===== src/shared/wwd_pkg.sv =====
/*
 * Constants shared by the windowed watchdog: register byte addresses, field
 * positions, reset values, feed keys and timing counts.
 * Assumes a 200 MHz peripheral clock and a 32-bit classic Wishbone bus.
 */
package wwd_pkg;

    localparam int unsigned CLK_HZ        = 200_000_000;
    localparam int unsigned CNT_W         = 24;
    localparam int unsigned WARN_W        = 10;

    // Register byte addresses.
    localparam logic [31:0] ADR_MODE      = 32'h4000_4000;
    localparam logic [31:0] ADR_TC        = 32'h4000_4004;
    localparam logic [31:0] ADR_FEED      = 32'h4000_4008;
    localparam logic [31:0] ADR_VALUE     = 32'h4000_400C;
    localparam logic [31:0] ADR_TICK_SOURCE_SELECT    = 32'h4000_4010;
    localparam logic [31:0] ADR_WARN      = 32'h4000_4014;
    localparam logic [31:0] ADR_WINDOW    = 32'h4000_4018;

    // Mode register fields.
    localparam int unsigned MODE_RUN_BIT  = 0;
    localparam int unsigned MODE_RST_BIT  = 1;
    localparam int unsigned MODE_TOF_BIT  = 2;
    localparam int unsigned MODE_WINT_BIT = 3;
    localparam int unsigned MODE_PROT_BIT = 4;

    // Clock select fields.
    localparam int unsigned TICK_SOURCE_SELECT_SRC_BIT  = 0;
    localparam int unsigned TICK_SOURCE_SELECT_LOCK_BIT = 31;

    // Reset values and the timeout constant floor.
    localparam logic [23:0] TC_RST        = 24'h0000FF;
    localparam logic [23:0] TC_MIN        = 24'h0000FF;
    localparam logic [23:0] WINDOW_RST    = 24'hFFFFFF;
    localparam logic [9:0]  WARN_RST      = 10'h000;

    // Feed keys.
    localparam logic [7:0]  FEED_KEY_1    = 8'hAA;
    localparam logic [7:0]  FEED_KEY_2    = 8'h55;

    // Tick clock rates; the oscillators are modelled as enables from a divider.
    localparam int unsigned RC_TICK_HZ    = 12_500_000;
    localparam int unsigned LP_TICK_HZ    = 500_000;
    localparam int unsigned RC_DIV        = CLK_HZ / RC_TICK_HZ;
    localparam int unsigned LP_DIV        = CLK_HZ / LP_TICK_HZ;
    localparam int unsigned DIV_W         = 16;
    localparam logic [1:0]  TICKS_PER_CNT_M1 = 2'h3;

    // Length of the chip reset pulse in peripheral clocks, minus one.
    localparam logic [3:0]  RST_PULSE_M1  = 4'hF;

    typedef enum logic [2:0] {
        WWD_R_NONE,
        WWD_R_MODE,
        WWD_R_TC,
        WWD_R_FEED,
        WWD_R_VALUE,
        WWD_R_TICK_SOURCE_SELECT,
        WWD_R_WARN,
        WWD_R_WINDOW
    } wwd_reg_t;

endpackage


===== src/verilog/wwd_top.sv =====
/*
 * Windowed watchdog timer with a classic Wishbone register slave.
 * Assumes one 200 MHz clock, a synchronous active-high reset that is the
 * external reset, and a system that routes chip_reset_o to the chip reset.
 */
// Notes on behaviour
// - Run enable at 0 stops the counter; no warnings and no resets.
// - Interrupt mode sets the warning flag at warning match; resets only on a protect violation.
// - Reset mode also resets the chip at the next count step after the running counter reaches zero.
// - In reset mode a feed above the window compare resets instead of reloading.
// - Each completed feed loads the timeout constant, except a reset-mode window violation.
// - Timeout constant resets to 0xFF; writes below 0xFF store 0xFF.
// - Counter decrements once every four tick clock cycles.
// - Counter, constant and readback are 24 bits; upper bits reserved.
// - Protected constant write before counter is below both compares resets chip.
// - Run enable alone does not arm; first valid feed starts and arms it.
// - Before the first valid feed, malformed feed sequences are ignored.
// - After 0xAA, any other register access is a feed error.
// - Feed error reset is asserted in the second clock after the access.
// - Counter readback is a lagging resynchronised copy of the counter.
// - Clock select bit 0 picks RC (0) or low-power oscillator (1), resets 0.
// - While clock select bit 31 is set, writes leave bit 0 unchanged.
// - Warning flag is raised one tick clock after the warning match.
// - Warning match is low 10 counter bits equal compare, upper bits zero.
// - Warning compare 0 raises the warning with the timeout event.
// - Window compare resets to 0xFFFFFF; a feed above it is an event.
// - Run, reset enable and protect are sticky until reset.
// - Timeout flag set on any event, cleared by writing 0, survives own reset.
// - Run, reset enable and protect changes take effect only after the next valid feed.
`timescale 1ns/10ps

module wwd_top (
    input  wire logic        clk_i,
    input  wire logic        rst_i,
    input  wire logic        wb_cyc_i,
    input  wire logic        wb_stb_i,
    input  wire logic        wb_we_i,
    input  wire logic [31:0] wb_adr_i,
    input  wire logic [3:0]  wb_sel_i,
    input  wire logic [31:0] wb_dat_i,
    output logic      [31:0] wb_dat_o,
    output logic             wb_ack_o,
    output logic             warning_irq_o,
    output logic             chip_reset_o
);

    function automatic wwd_pkg::wwd_reg_t decode(input logic [31:0] adr);
        wwd_pkg::wwd_reg_t r;
        r = wwd_pkg::WWD_R_NONE;
        unique case (adr)
            wwd_pkg::ADR_MODE:   r = wwd_pkg::WWD_R_MODE;
            wwd_pkg::ADR_TC:     r = wwd_pkg::WWD_R_TC;
            wwd_pkg::ADR_FEED:   r = wwd_pkg::WWD_R_FEED;
            wwd_pkg::ADR_VALUE:  r = wwd_pkg::WWD_R_VALUE;
            wwd_pkg::ADR_TICK_SOURCE_SELECT: r = wwd_pkg::WWD_R_TICK_SOURCE_SELECT;
            wwd_pkg::ADR_WARN:   r = wwd_pkg::WWD_R_WARN;
            wwd_pkg::ADR_WINDOW: r = wwd_pkg::WWD_R_WINDOW;
            default:             r = wwd_pkg::WWD_R_NONE;
        endcase
        return r;
    endfunction

    // Byte-lane merge of a write into an old register value.
    function automatic logic [31:0] merge(input logic [31:0] old_v,
                                          input logic [31:0] new_v,
                                          input logic [3:0]  sel);
        logic [31:0] m;
        m = old_v;
        for (int i = 0; i < 4; i++) begin
            if (sel[i]) begin
                m[i*8 +: 8] = new_v[i*8 +: 8];
            end
        end
        return m;
    endfunction

    logic                 ack_ff;
    logic [31:0]          rdat_ff;
    logic [23:0]          tc_ff;
    logic [23:0]          cnt_ff;
    logic [23:0]          rb_ff;
    logic [23:0]          window_ff;
    logic [9:0]           warn_ff;
    logic                 src_ff;
    logic                 lock_ff;
    logic                 run_pend_ff;
    logic                 rst_pend_ff;
    logic                 prot_pend_ff;
    logic                 run_act_ff;
    logic                 rst_act_ff;
    logic                 prot_act_ff;
    logic                 tof_ff;
    logic                 wflag_ff;
    logic                 key1_ff;
    logic                 evt_rst_ff;
    logic                 chip_reset_ff;
    logic [3:0]           hold_ff;
    logic [wwd_pkg::DIV_W-1:0] div_ff;
    logic                 tick_ff;
    logic [1:0]           pre_ff;
    logic                 match_pend_ff;

    logic                 take;
    logic                 wr;
    wwd_pkg::wwd_reg_t    reg_sel;
    logic                 mapped;
    logic [31:0]          wmode;
    logic                 feed_wr;
    logic                 feed_ok;
    logic                 feed_bad;
    logic                 feed_err;
    logic                 win_viol;
    logic                 prot_viol;
    logic                 quarter_en;
    logic                 timeout_ev;
    logic                 warn_match;
    logic                 soft_rst;
    logic [31:0]          tc_new;
    logic [31:0]          warn_new;
    logic [31:0]          win_new;
    logic [wwd_pkg::DIV_W-1:0] div_top;

    assign take     = wb_cyc_i && wb_stb_i && !ack_ff;
    assign wr       = take && wb_we_i;
    assign reg_sel  = decode(wb_adr_i);
    assign mapped   = (reg_sel != wwd_pkg::WWD_R_NONE);
    assign wmode    = merge(32'h0000_00FF, wb_dat_i, wb_sel_i);
    assign tc_new   = merge({8'h00, tc_ff}, wb_dat_i, wb_sel_i);
    assign warn_new = merge({22'h000000, warn_ff}, wb_dat_i, wb_sel_i);
    assign win_new  = merge({8'h00, window_ff}, wb_dat_i, wb_sel_i);
    // The own reset clears everything but the timeout flag, the reset pulse generator and the bus.
    assign soft_rst = rst_i || chip_reset_ff;

    // Feed decoding.
    assign feed_wr  = wr && (reg_sel == wwd_pkg::WWD_R_FEED) && wb_sel_i[0];
    assign feed_ok  = take && key1_ff && feed_wr
                      && (wb_dat_i[7:0] == wwd_pkg::FEED_KEY_2);
    assign feed_bad = take && key1_ff && mapped && !feed_ok;
    assign feed_err = feed_bad && run_act_ff;
    assign win_viol = feed_ok && run_act_ff && (cnt_ff > window_ff);
    // Writes are judged against the compares, whatever the byte lanes.
    // A stopped watchdog never resets the chip, so protection needs a running counter.
    assign prot_viol = wr && (reg_sel == wwd_pkg::WWD_R_TC) && prot_act_ff && run_act_ff
                       && !((cnt_ff < {14'h0000, warn_ff}) && (cnt_ff < window_ff));

    // Tick enable and quarter tick.
    assign div_top    = src_ff ? wwd_pkg::DIV_W'(wwd_pkg::LP_DIV - 1)
                               : wwd_pkg::DIV_W'(wwd_pkg::RC_DIV - 1);
    assign quarter_en = tick_ff && run_act_ff
                        && (pre_ff == wwd_pkg::TICKS_PER_CNT_M1);
    assign timeout_ev = quarter_en && (cnt_ff == 24'h000000);
    assign warn_match = (cnt_ff[9:0] == warn_ff) && (cnt_ff[23:10] == 14'h0000);

    // Wishbone answer: one cycle after the request is taken.
    always_ff @(posedge clk_i) begin
        if (rst_i) begin
            ack_ff <= 1'b0;
        end else begin
            ack_ff <= take;
        end
    end

    always_ff @(posedge clk_i) begin
        if (rst_i) begin
            rdat_ff <= 32'h0000_0000;
        end else if (take) begin
            rdat_ff <= 32'h0000_0000;
            unique case (reg_sel)
                wwd_pkg::WWD_R_MODE: begin
                    rdat_ff[wwd_pkg::MODE_RUN_BIT]  <= run_pend_ff;
                    rdat_ff[wwd_pkg::MODE_RST_BIT]  <= rst_pend_ff;
                    rdat_ff[wwd_pkg::MODE_TOF_BIT]  <= tof_ff;
                    rdat_ff[wwd_pkg::MODE_WINT_BIT] <= wflag_ff;
                    rdat_ff[wwd_pkg::MODE_PROT_BIT] <= prot_pend_ff;
                end
                wwd_pkg::WWD_R_TC:     rdat_ff <= {8'h00, tc_ff};
                wwd_pkg::WWD_R_VALUE:  rdat_ff <= {8'h00, rb_ff};
                wwd_pkg::WWD_R_TICK_SOURCE_SELECT: begin
                    rdat_ff[wwd_pkg::TICK_SOURCE_SELECT_SRC_BIT]  <= src_ff;
                    rdat_ff[wwd_pkg::TICK_SOURCE_SELECT_LOCK_BIT] <= lock_ff;
                end
                wwd_pkg::WWD_R_WARN:   rdat_ff <= {22'h000000, warn_ff};
                wwd_pkg::WWD_R_WINDOW: rdat_ff <= {8'h00, window_ff};
                wwd_pkg::WWD_R_FEED,
                wwd_pkg::WWD_R_NONE:   rdat_ff <= 32'h0000_0000;
            endcase
        end
    end

    // Mode bits written by software; sticky until a reset.
    always_ff @(posedge clk_i) begin
        if (soft_rst) begin
            run_pend_ff  <= 1'b0;
            rst_pend_ff  <= 1'b0;
            prot_pend_ff <= 1'b0;
        end else if (wr && (reg_sel == wwd_pkg::WWD_R_MODE) && wb_sel_i[0]) begin
            run_pend_ff  <= run_pend_ff  | wmode[wwd_pkg::MODE_RUN_BIT];
            rst_pend_ff  <= rst_pend_ff  | wmode[wwd_pkg::MODE_RST_BIT];
            prot_pend_ff <= prot_pend_ff | wmode[wwd_pkg::MODE_PROT_BIT];
        end
    end

    // Active copies follow the written bits only at a valid feed.
    always_ff @(posedge clk_i) begin
        if (soft_rst) begin
            run_act_ff  <= 1'b0;
            rst_act_ff  <= 1'b0;
            prot_act_ff <= 1'b0;
        end else if (feed_ok) begin
            run_act_ff  <= run_pend_ff;
            rst_act_ff  <= rst_pend_ff;
            prot_act_ff <= prot_pend_ff;
        end
    end

    // Timeout constant, with a floor and write protection.
    always_ff @(posedge clk_i) begin
        if (soft_rst) begin
            tc_ff <= wwd_pkg::TC_RST;
        end else if (wr && (reg_sel == wwd_pkg::WWD_R_TC) && !prot_viol) begin
            if (tc_new[23:0] < wwd_pkg::TC_MIN) begin
                tc_ff <= wwd_pkg::TC_MIN;
            end else begin
                tc_ff <= tc_new[23:0];
            end
        end
    end

    always_ff @(posedge clk_i) begin
        if (soft_rst) begin
            warn_ff   <= wwd_pkg::WARN_RST;
            window_ff <= wwd_pkg::WINDOW_RST;
        end else if (wr && (reg_sel == wwd_pkg::WWD_R_WARN)) begin
            warn_ff <= warn_new[9:0];
        end else if (wr && (reg_sel == wwd_pkg::WWD_R_WINDOW)) begin
            window_ff <= win_new[23:0];
        end
    end

    // Clock select with its lock bit.
    always_ff @(posedge clk_i) begin
        if (soft_rst) begin
            src_ff  <= 1'b0;
            lock_ff <= 1'b0;
        end else if (wr && (reg_sel == wwd_pkg::WWD_R_TICK_SOURCE_SELECT)) begin
            if (wb_sel_i[3]) begin
                lock_ff <= wb_dat_i[wwd_pkg::TICK_SOURCE_SELECT_LOCK_BIT];
            end
            if (wb_sel_i[0] && !lock_ff) begin
                src_ff <= wb_dat_i[wwd_pkg::TICK_SOURCE_SELECT_SRC_BIT];
            end
        end
    end

    // Tick clock enable from the selected oscillator divider.
    always_ff @(posedge clk_i) begin
        if (soft_rst) begin
            div_ff  <= '0;
            tick_ff <= 1'b0;
        end else if (div_ff >= div_top) begin
            div_ff  <= '0;
            tick_ff <= 1'b1;
        end else begin
            div_ff  <= div_ff + 1'b1;
            tick_ff <= 1'b0;
        end
    end

    always_ff @(posedge clk_i) begin
        if (soft_rst || feed_ok) begin
            pre_ff <= 2'h0;
        end else if (tick_ff && run_act_ff) begin
            pre_ff <= pre_ff + 2'h1;
        end
    end

    // Counter: reload on feed, count down while running.
    always_ff @(posedge clk_i) begin
        if (soft_rst) begin
            cnt_ff <= wwd_pkg::TC_RST;
        end else if (feed_ok && !(win_viol && rst_act_ff)) begin
            cnt_ff <= tc_ff;
        end else if (quarter_en && (cnt_ff != 24'h000000)) begin
            cnt_ff <= cnt_ff - 24'h000001;
        end
    end

    // Readback copy is refreshed once per tick clock, so it lags the counter.
    always_ff @(posedge clk_i) begin
        if (soft_rst) begin
            rb_ff <= wwd_pkg::TC_RST;
        end else if (tick_ff) begin
            rb_ff <= cnt_ff;
        end
    end

    // First feed key seen; any following mapped register access ends the sequence.
    always_ff @(posedge clk_i) begin
        if (soft_rst) begin
            key1_ff <= 1'b0;
        end else if (take && mapped) begin
            if (key1_ff) begin
                key1_ff <= 1'b0;
            end else if (feed_wr && (wb_dat_i[7:0] == wwd_pkg::FEED_KEY_1)) begin
                key1_ff <= 1'b1;
            end
        end
    end

    // A match waits for the next tick clock before raising the warning.
    always_ff @(posedge clk_i) begin
        if (soft_rst || feed_ok) begin
            match_pend_ff <= 1'b0;
        end else if (quarter_en && (cnt_ff != 24'h000000)
                     && ((cnt_ff - 24'h000001) == {14'h0000, warn_ff})
                     && (warn_ff != 10'h000)) begin
            match_pend_ff <= 1'b1;
        end else if (tick_ff) begin
            match_pend_ff <= 1'b0;
        end
    end

    // Warning flag: set wins over a software clear.
    always_ff @(posedge clk_i) begin
        if (soft_rst) begin
            wflag_ff <= 1'b0;
        end else if ((match_pend_ff && tick_ff && run_act_ff)
                     || (timeout_ev && warn_match)
                     || ((feed_err || win_viol) && !rst_act_ff)) begin
            wflag_ff <= 1'b1;
        end else if (wr && (reg_sel == wwd_pkg::WWD_R_MODE) && wb_sel_i[0]
                     && !wb_dat_i[wwd_pkg::MODE_WINT_BIT]) begin
            wflag_ff <= 1'b0;
        end
    end

    // Timeout flag: survives the watchdog's own reset; set wins over clear.
    always_ff @(posedge clk_i) begin
        if (rst_i) begin
            tof_ff <= 1'b0;
        end else if (timeout_ev || feed_err || win_viol || prot_viol) begin
            tof_ff <= 1'b1;
        end else if (wr && (reg_sel == wwd_pkg::WWD_R_MODE) && wb_sel_i[0]
                     && !wb_dat_i[wwd_pkg::MODE_TOF_BIT]) begin
            tof_ff <= 1'b0;
        end
    end

    // Reset request is staged one clock so the pin rises in the second clock.
    always_ff @(posedge clk_i) begin
        if (soft_rst) begin
            evt_rst_ff <= 1'b0;
        end else begin
            evt_rst_ff <= (rst_act_ff && (timeout_ev || feed_err || win_viol))
                          || prot_viol;
        end
    end

    always_ff @(posedge clk_i) begin
        if (rst_i) begin
            chip_reset_ff <= 1'b0;
            hold_ff       <= 4'h0;
        end else if (evt_rst_ff) begin
            chip_reset_ff <= 1'b1;
            hold_ff       <= wwd_pkg::RST_PULSE_M1;
        end else if (hold_ff != 4'h0) begin
            hold_ff <= hold_ff - 4'h1;
        end else begin
            chip_reset_ff <= 1'b0;
        end
    end

    assign wb_ack_o      = ack_ff;
    assign wb_dat_o      = rdat_ff;
    assign warning_irq_o = wflag_ff;
    assign chip_reset_o  = chip_reset_ff;

endmodule


===== config.mk =====
export PLATFORM = sky130hd
export DESIGN_NAME = wwd_top
export DESIGN_NICKNAME = d
export VERILOG_FILES = /design/src/shared/wwd_pkg.sv /design/src/verilog/wwd_top.sv
export SDC_FILE = /design/constraint.sdc
export NUM_CORES = 1
export LEC_CHECK = 0
export ABC_AREA = 1
export BUFFER_PORTS_ARGS = -buffer_cell sky130_fd_sc_hd__clkbuf_2
export CAP_MARGIN = 0
export CORE_ASPECT_RATIO = 1.4
export CORE_MARGIN = 2
export CORE_UTILIZATION = 35
export CTS_BUF_LIST = sky130_fd_sc_hd__clkbuf_8
export DETAILED_ROUTE_END_ITERATION = 10
export SLEW_MARGIN = 20
export SYNTH_ARGS = -nofsm -noshare
export SYNTH_HDL_FRONTEND = slang
export SYNTH_SLANG_ARGS = --single-unit

===== constraint.sdc =====
create_clock -name clk_i -period 2.6 [get_ports clk_i]
set_clock_uncertainty 0.1 [all_clocks]
set_input_delay 0.26 -clock clk_i [delete_from_list [all_inputs] [get_ports clk_i]]
set_output_delay 0.26 -clock clk_i [all_outputs]
set_load 0.02 [all_outputs]

==> impl_results.md <==
* Avg Inst Size Synth at 6.66 sq um
* Worst-Skew Late Latency at between 0.4 and 0.5 ns
* Rows at between 70 and 80
* DR vias at 10.1k
* Tot GR Track Use at between 20% and 30%
* Synth async-reset ratio at 0%
* GPL Wtd Cong at roughly 0.96
* Chip Height at around 200 um
* Num CTS Buffers at 17
* Worst VDD drop at roughly 0.00032 V
* Core Footprint at about 27000 sq um
* Post-synthesis register bit count at between 150 and 200
* Area grow syn2layout at 19.7%
* Largest area contributor in the netlist: dfxtp_1
* Crit path max fanout at 22
* Critical path endpoint category: flip-flop
* GRT overflow at 0
* WP buf/inv at 2
* Most frequent cells in the layout: nand2_1, inv_1, dfxtp_1
* Fin crit period at approximately 2.4 ns
* Final hold violations at 0
* Post-synth top flop: dfxtp_1
* Num ports at 108
* Synth cell types at 47
* Placed cell count at around 1.9k
* First-pass GRT wire length at roughly 51 mm
* Initial antenna violation count at 0
* Crit path to: cnt_ff[5]$_SDFFE_PP1P_
* Share of layout cells above drive strength 1 at a little over an eighth
* Top cells by area, synth: dfxtp_1, nand2_1, nand3_1
* Cell count after synthesis at roughly 1.5k
* Die width at roughly 140 um
* Vias in the first global route at between 9k and 10k
* IO Port Bufs at 93
* CP delay by family, top: simple AND/OR/NAND/NOR gates
* Final setup viols at 0
* Area share of the largest cell type after synthesis at 35.0%
* Slowest-stage cell, CP: dfxtp_1
* Drt wl/cell at between 15 and 20 um
* CTS tree: built
* Yosys warns at 0
* MaxCap Viol Count at 0
* Crit. path cell count at 14
* Leakage Power at 0.00552 uW
* FF-to-FF End: cnt_ff[5]$_SDFFE_PP1P_
* Reg2reg start: window_ff[23]$_SDFFE_PP1P_
* EDFF count, synth at 0
* First-iteration detailed-routing DRC count at about 710
* Die area at between 20000 and 30000 sq um
* Vias/cell at around 5.1
* Data required, critical path at around 2.9 ns
* Arrival time of the worst setup path at approximately 2.7 ns
* Period utilization at a little over nine tenths
* TritonRoute pass-1 iters at 6
* Outcome: completed
* Initial Util at a little over a third
* DRC violations left at 0
* Critical path startpoint category: flip-flop
* Max Freq at a little over 400 MHz
* DP HPWL at 24.8 mm
* Seq/Total Area, Yosys at about a third
* Fin util at a little over two fifths
* Final non-filler cell total at between 1.5k and 2k
* Mapped cell area at 9670 sq um
* Slew headroom at between 60% and 70%
* Fin Setup TNS at 0 ns
* P per Cell Area at 443 nW/um^2
* Critical Path Max Stage Delay at 0.35 ns
* CP Launch Point: window_ff[23]$_SDFFE_PP1P_
* Root Driver: clkbuf_8
* CP cell instances: inv_1, ha_1, nand2_1, nor2_2, nand3_2, nor2_4, nand2_1, nand3_1, nand3_2, nand2_4, buf_12, o21ai_0, o21ai_1, nand3_1
* Hold WC Path Type: in -> reg
* Max-slew violations at 0
* H-Tree Depth at 4
* Worst Max-Slew Pin Slew at ~0.57 ns
* WL final at 32.6 mm
* Largest net degree at the start of global routing at between 40 and 50
* Reg clk slew, reported paths at 0.10 ns
* Reg2reg path depth at 14
* Commonest non-fill, non-tap cell in the layout: nand2_1
* Ant diodes at 0
* TritonCTS Sinks at 169
* Setup Crit Path Kind: reg -> reg
* Worst reg2reg setup slack at between 0.15 and 0.2 ns
* Detail Route Antenna Nets at 0
* Min-delay src: wb_dat_i[31]
* Clock Path Buffers at 2
* Final #Nets at 1703
worst min-delay path by stage:
stage,to,slack (ns),cells past startpoint
6_report,lock_ff$_SDFFE_PP0P_,0.01,3
5_1_grt,warn_ff[5]$_SDFFE_PP0P_,0.007,3
4_1_cts,lock_ff$_SDFFE_PP0P_,0.002,3
3_5_place_dp,div_ff[9]$_SDFF_PP0_,0.34,2
3_3_place_gp,div_ff[0]$_SDFF_PP0_,0.33,1
2_1_floorplan,warn_ff[8]$_SDFFE_PP0P_,0.30,2
worst min-delay path: cells and delay by family:
kind | cells | cell delay [ns]
buffers and inverters | 1 | 0.09
and+or+nand+nor | 2 | 0.19
routing by layer:
metal	up-vias	track usage [%]	routed length, um	share of wire (%)
met2	325	39.1	16000	49
met3	103	3.22	1390	4.3
met4	0	12.6	2040	6.3
li1	5061	-	-	-
met5	-	0	0	0
met1	4614	25.9	13200	40
where the power goes:
group,leakage (uW),switching (uW),internal (uW)
combinational,0.00393,203,106
clock,0.000224,1130,1070
sequential,0.00137,11.3,2610
total,0.00552,1340,3790
cells in the mapped netlist, types with 3 or more instances:
master,instances
o211ai_1,16
nand4_1,49
o221ai_1,14
buf_4,11
o22ai_1,9
ha_1,40
nor2_1,136
clkbuf_1,36
nand3b_1,5
dfxtp_1,169
buf_1,7
buf_2,12
a211oi_1,11
o21ai_0,67
nand3_2,3
a21oi_1,93
nand2_2,4
nand3_1,157
nor3_1,12
inv_1,175
nand2_1,355
o21ai_1,3
nor2_2,5
o21a_1,3
xor2_1,21
nor4_1,10
registers in the layout (all words and copies together) (netlist names), 2 cells and up:
| signal | flops |
|---|---|
| pre_ff | 2 |
| warn_ff | 10 |
| div_ff | 16 |
| hold_ff | 4 |
| tc_ff | 24 |
| rb_ff | 24 |
| window_ff | 24 |
| cnt_ff | 24 |
| wb_dat_o | 25 |
metrics by stage:
step           cell area [sq um]  total power, uW  setup WS (ns)  hold slack, ns
6_report                   11600             5130          0.160          0.0122
3_3_place_gp               10800             2960         0.0160           0.329
4_1_cts                    11500             5150         0.0443         0.00226
3_5_place_dp               10800             2960        -0.0568           0.343
2_1_floorplan               9710             2840          0.503           0.303
5_1_grt                    11600             5290        -0.0226         0.00709
area by class of cell:
type                            instances  area [sq um]
Clock buffer                           17           234
Clock inverter                         14           211
Fill cell                            2938         15800
Inverter                              179           673
Multi-Input combinational cell       1047          5400
Sequential cell                       169          3380
Tap cell                              370           463
Timing Repair Buffer                  176          1210
logic make-up after synthesis:
group           after synthesis  share of synthesized area [%]
compound gates              226                           13.4
xor+xnor                     22                           2.14
fa+ha+maj                    40                           5.18
buf+inv                     247                           10.3
flops                       169                           35.0
other cells                   1                         0.0388
simple gates                746                           33.9
repair_timing:
action / in CTS / in global routing
buffers inserted: 0 / 0
hold buffers: 19 / 1
endpoints found under the hold margin: 21 / 1
setup endpoints to repair: 6 / 49
cloned: 0 / 1
resized for setup: 1 / 12
pin swaps: 0 / 2
No activity file was read; power rests on OpenSTA's default activity.
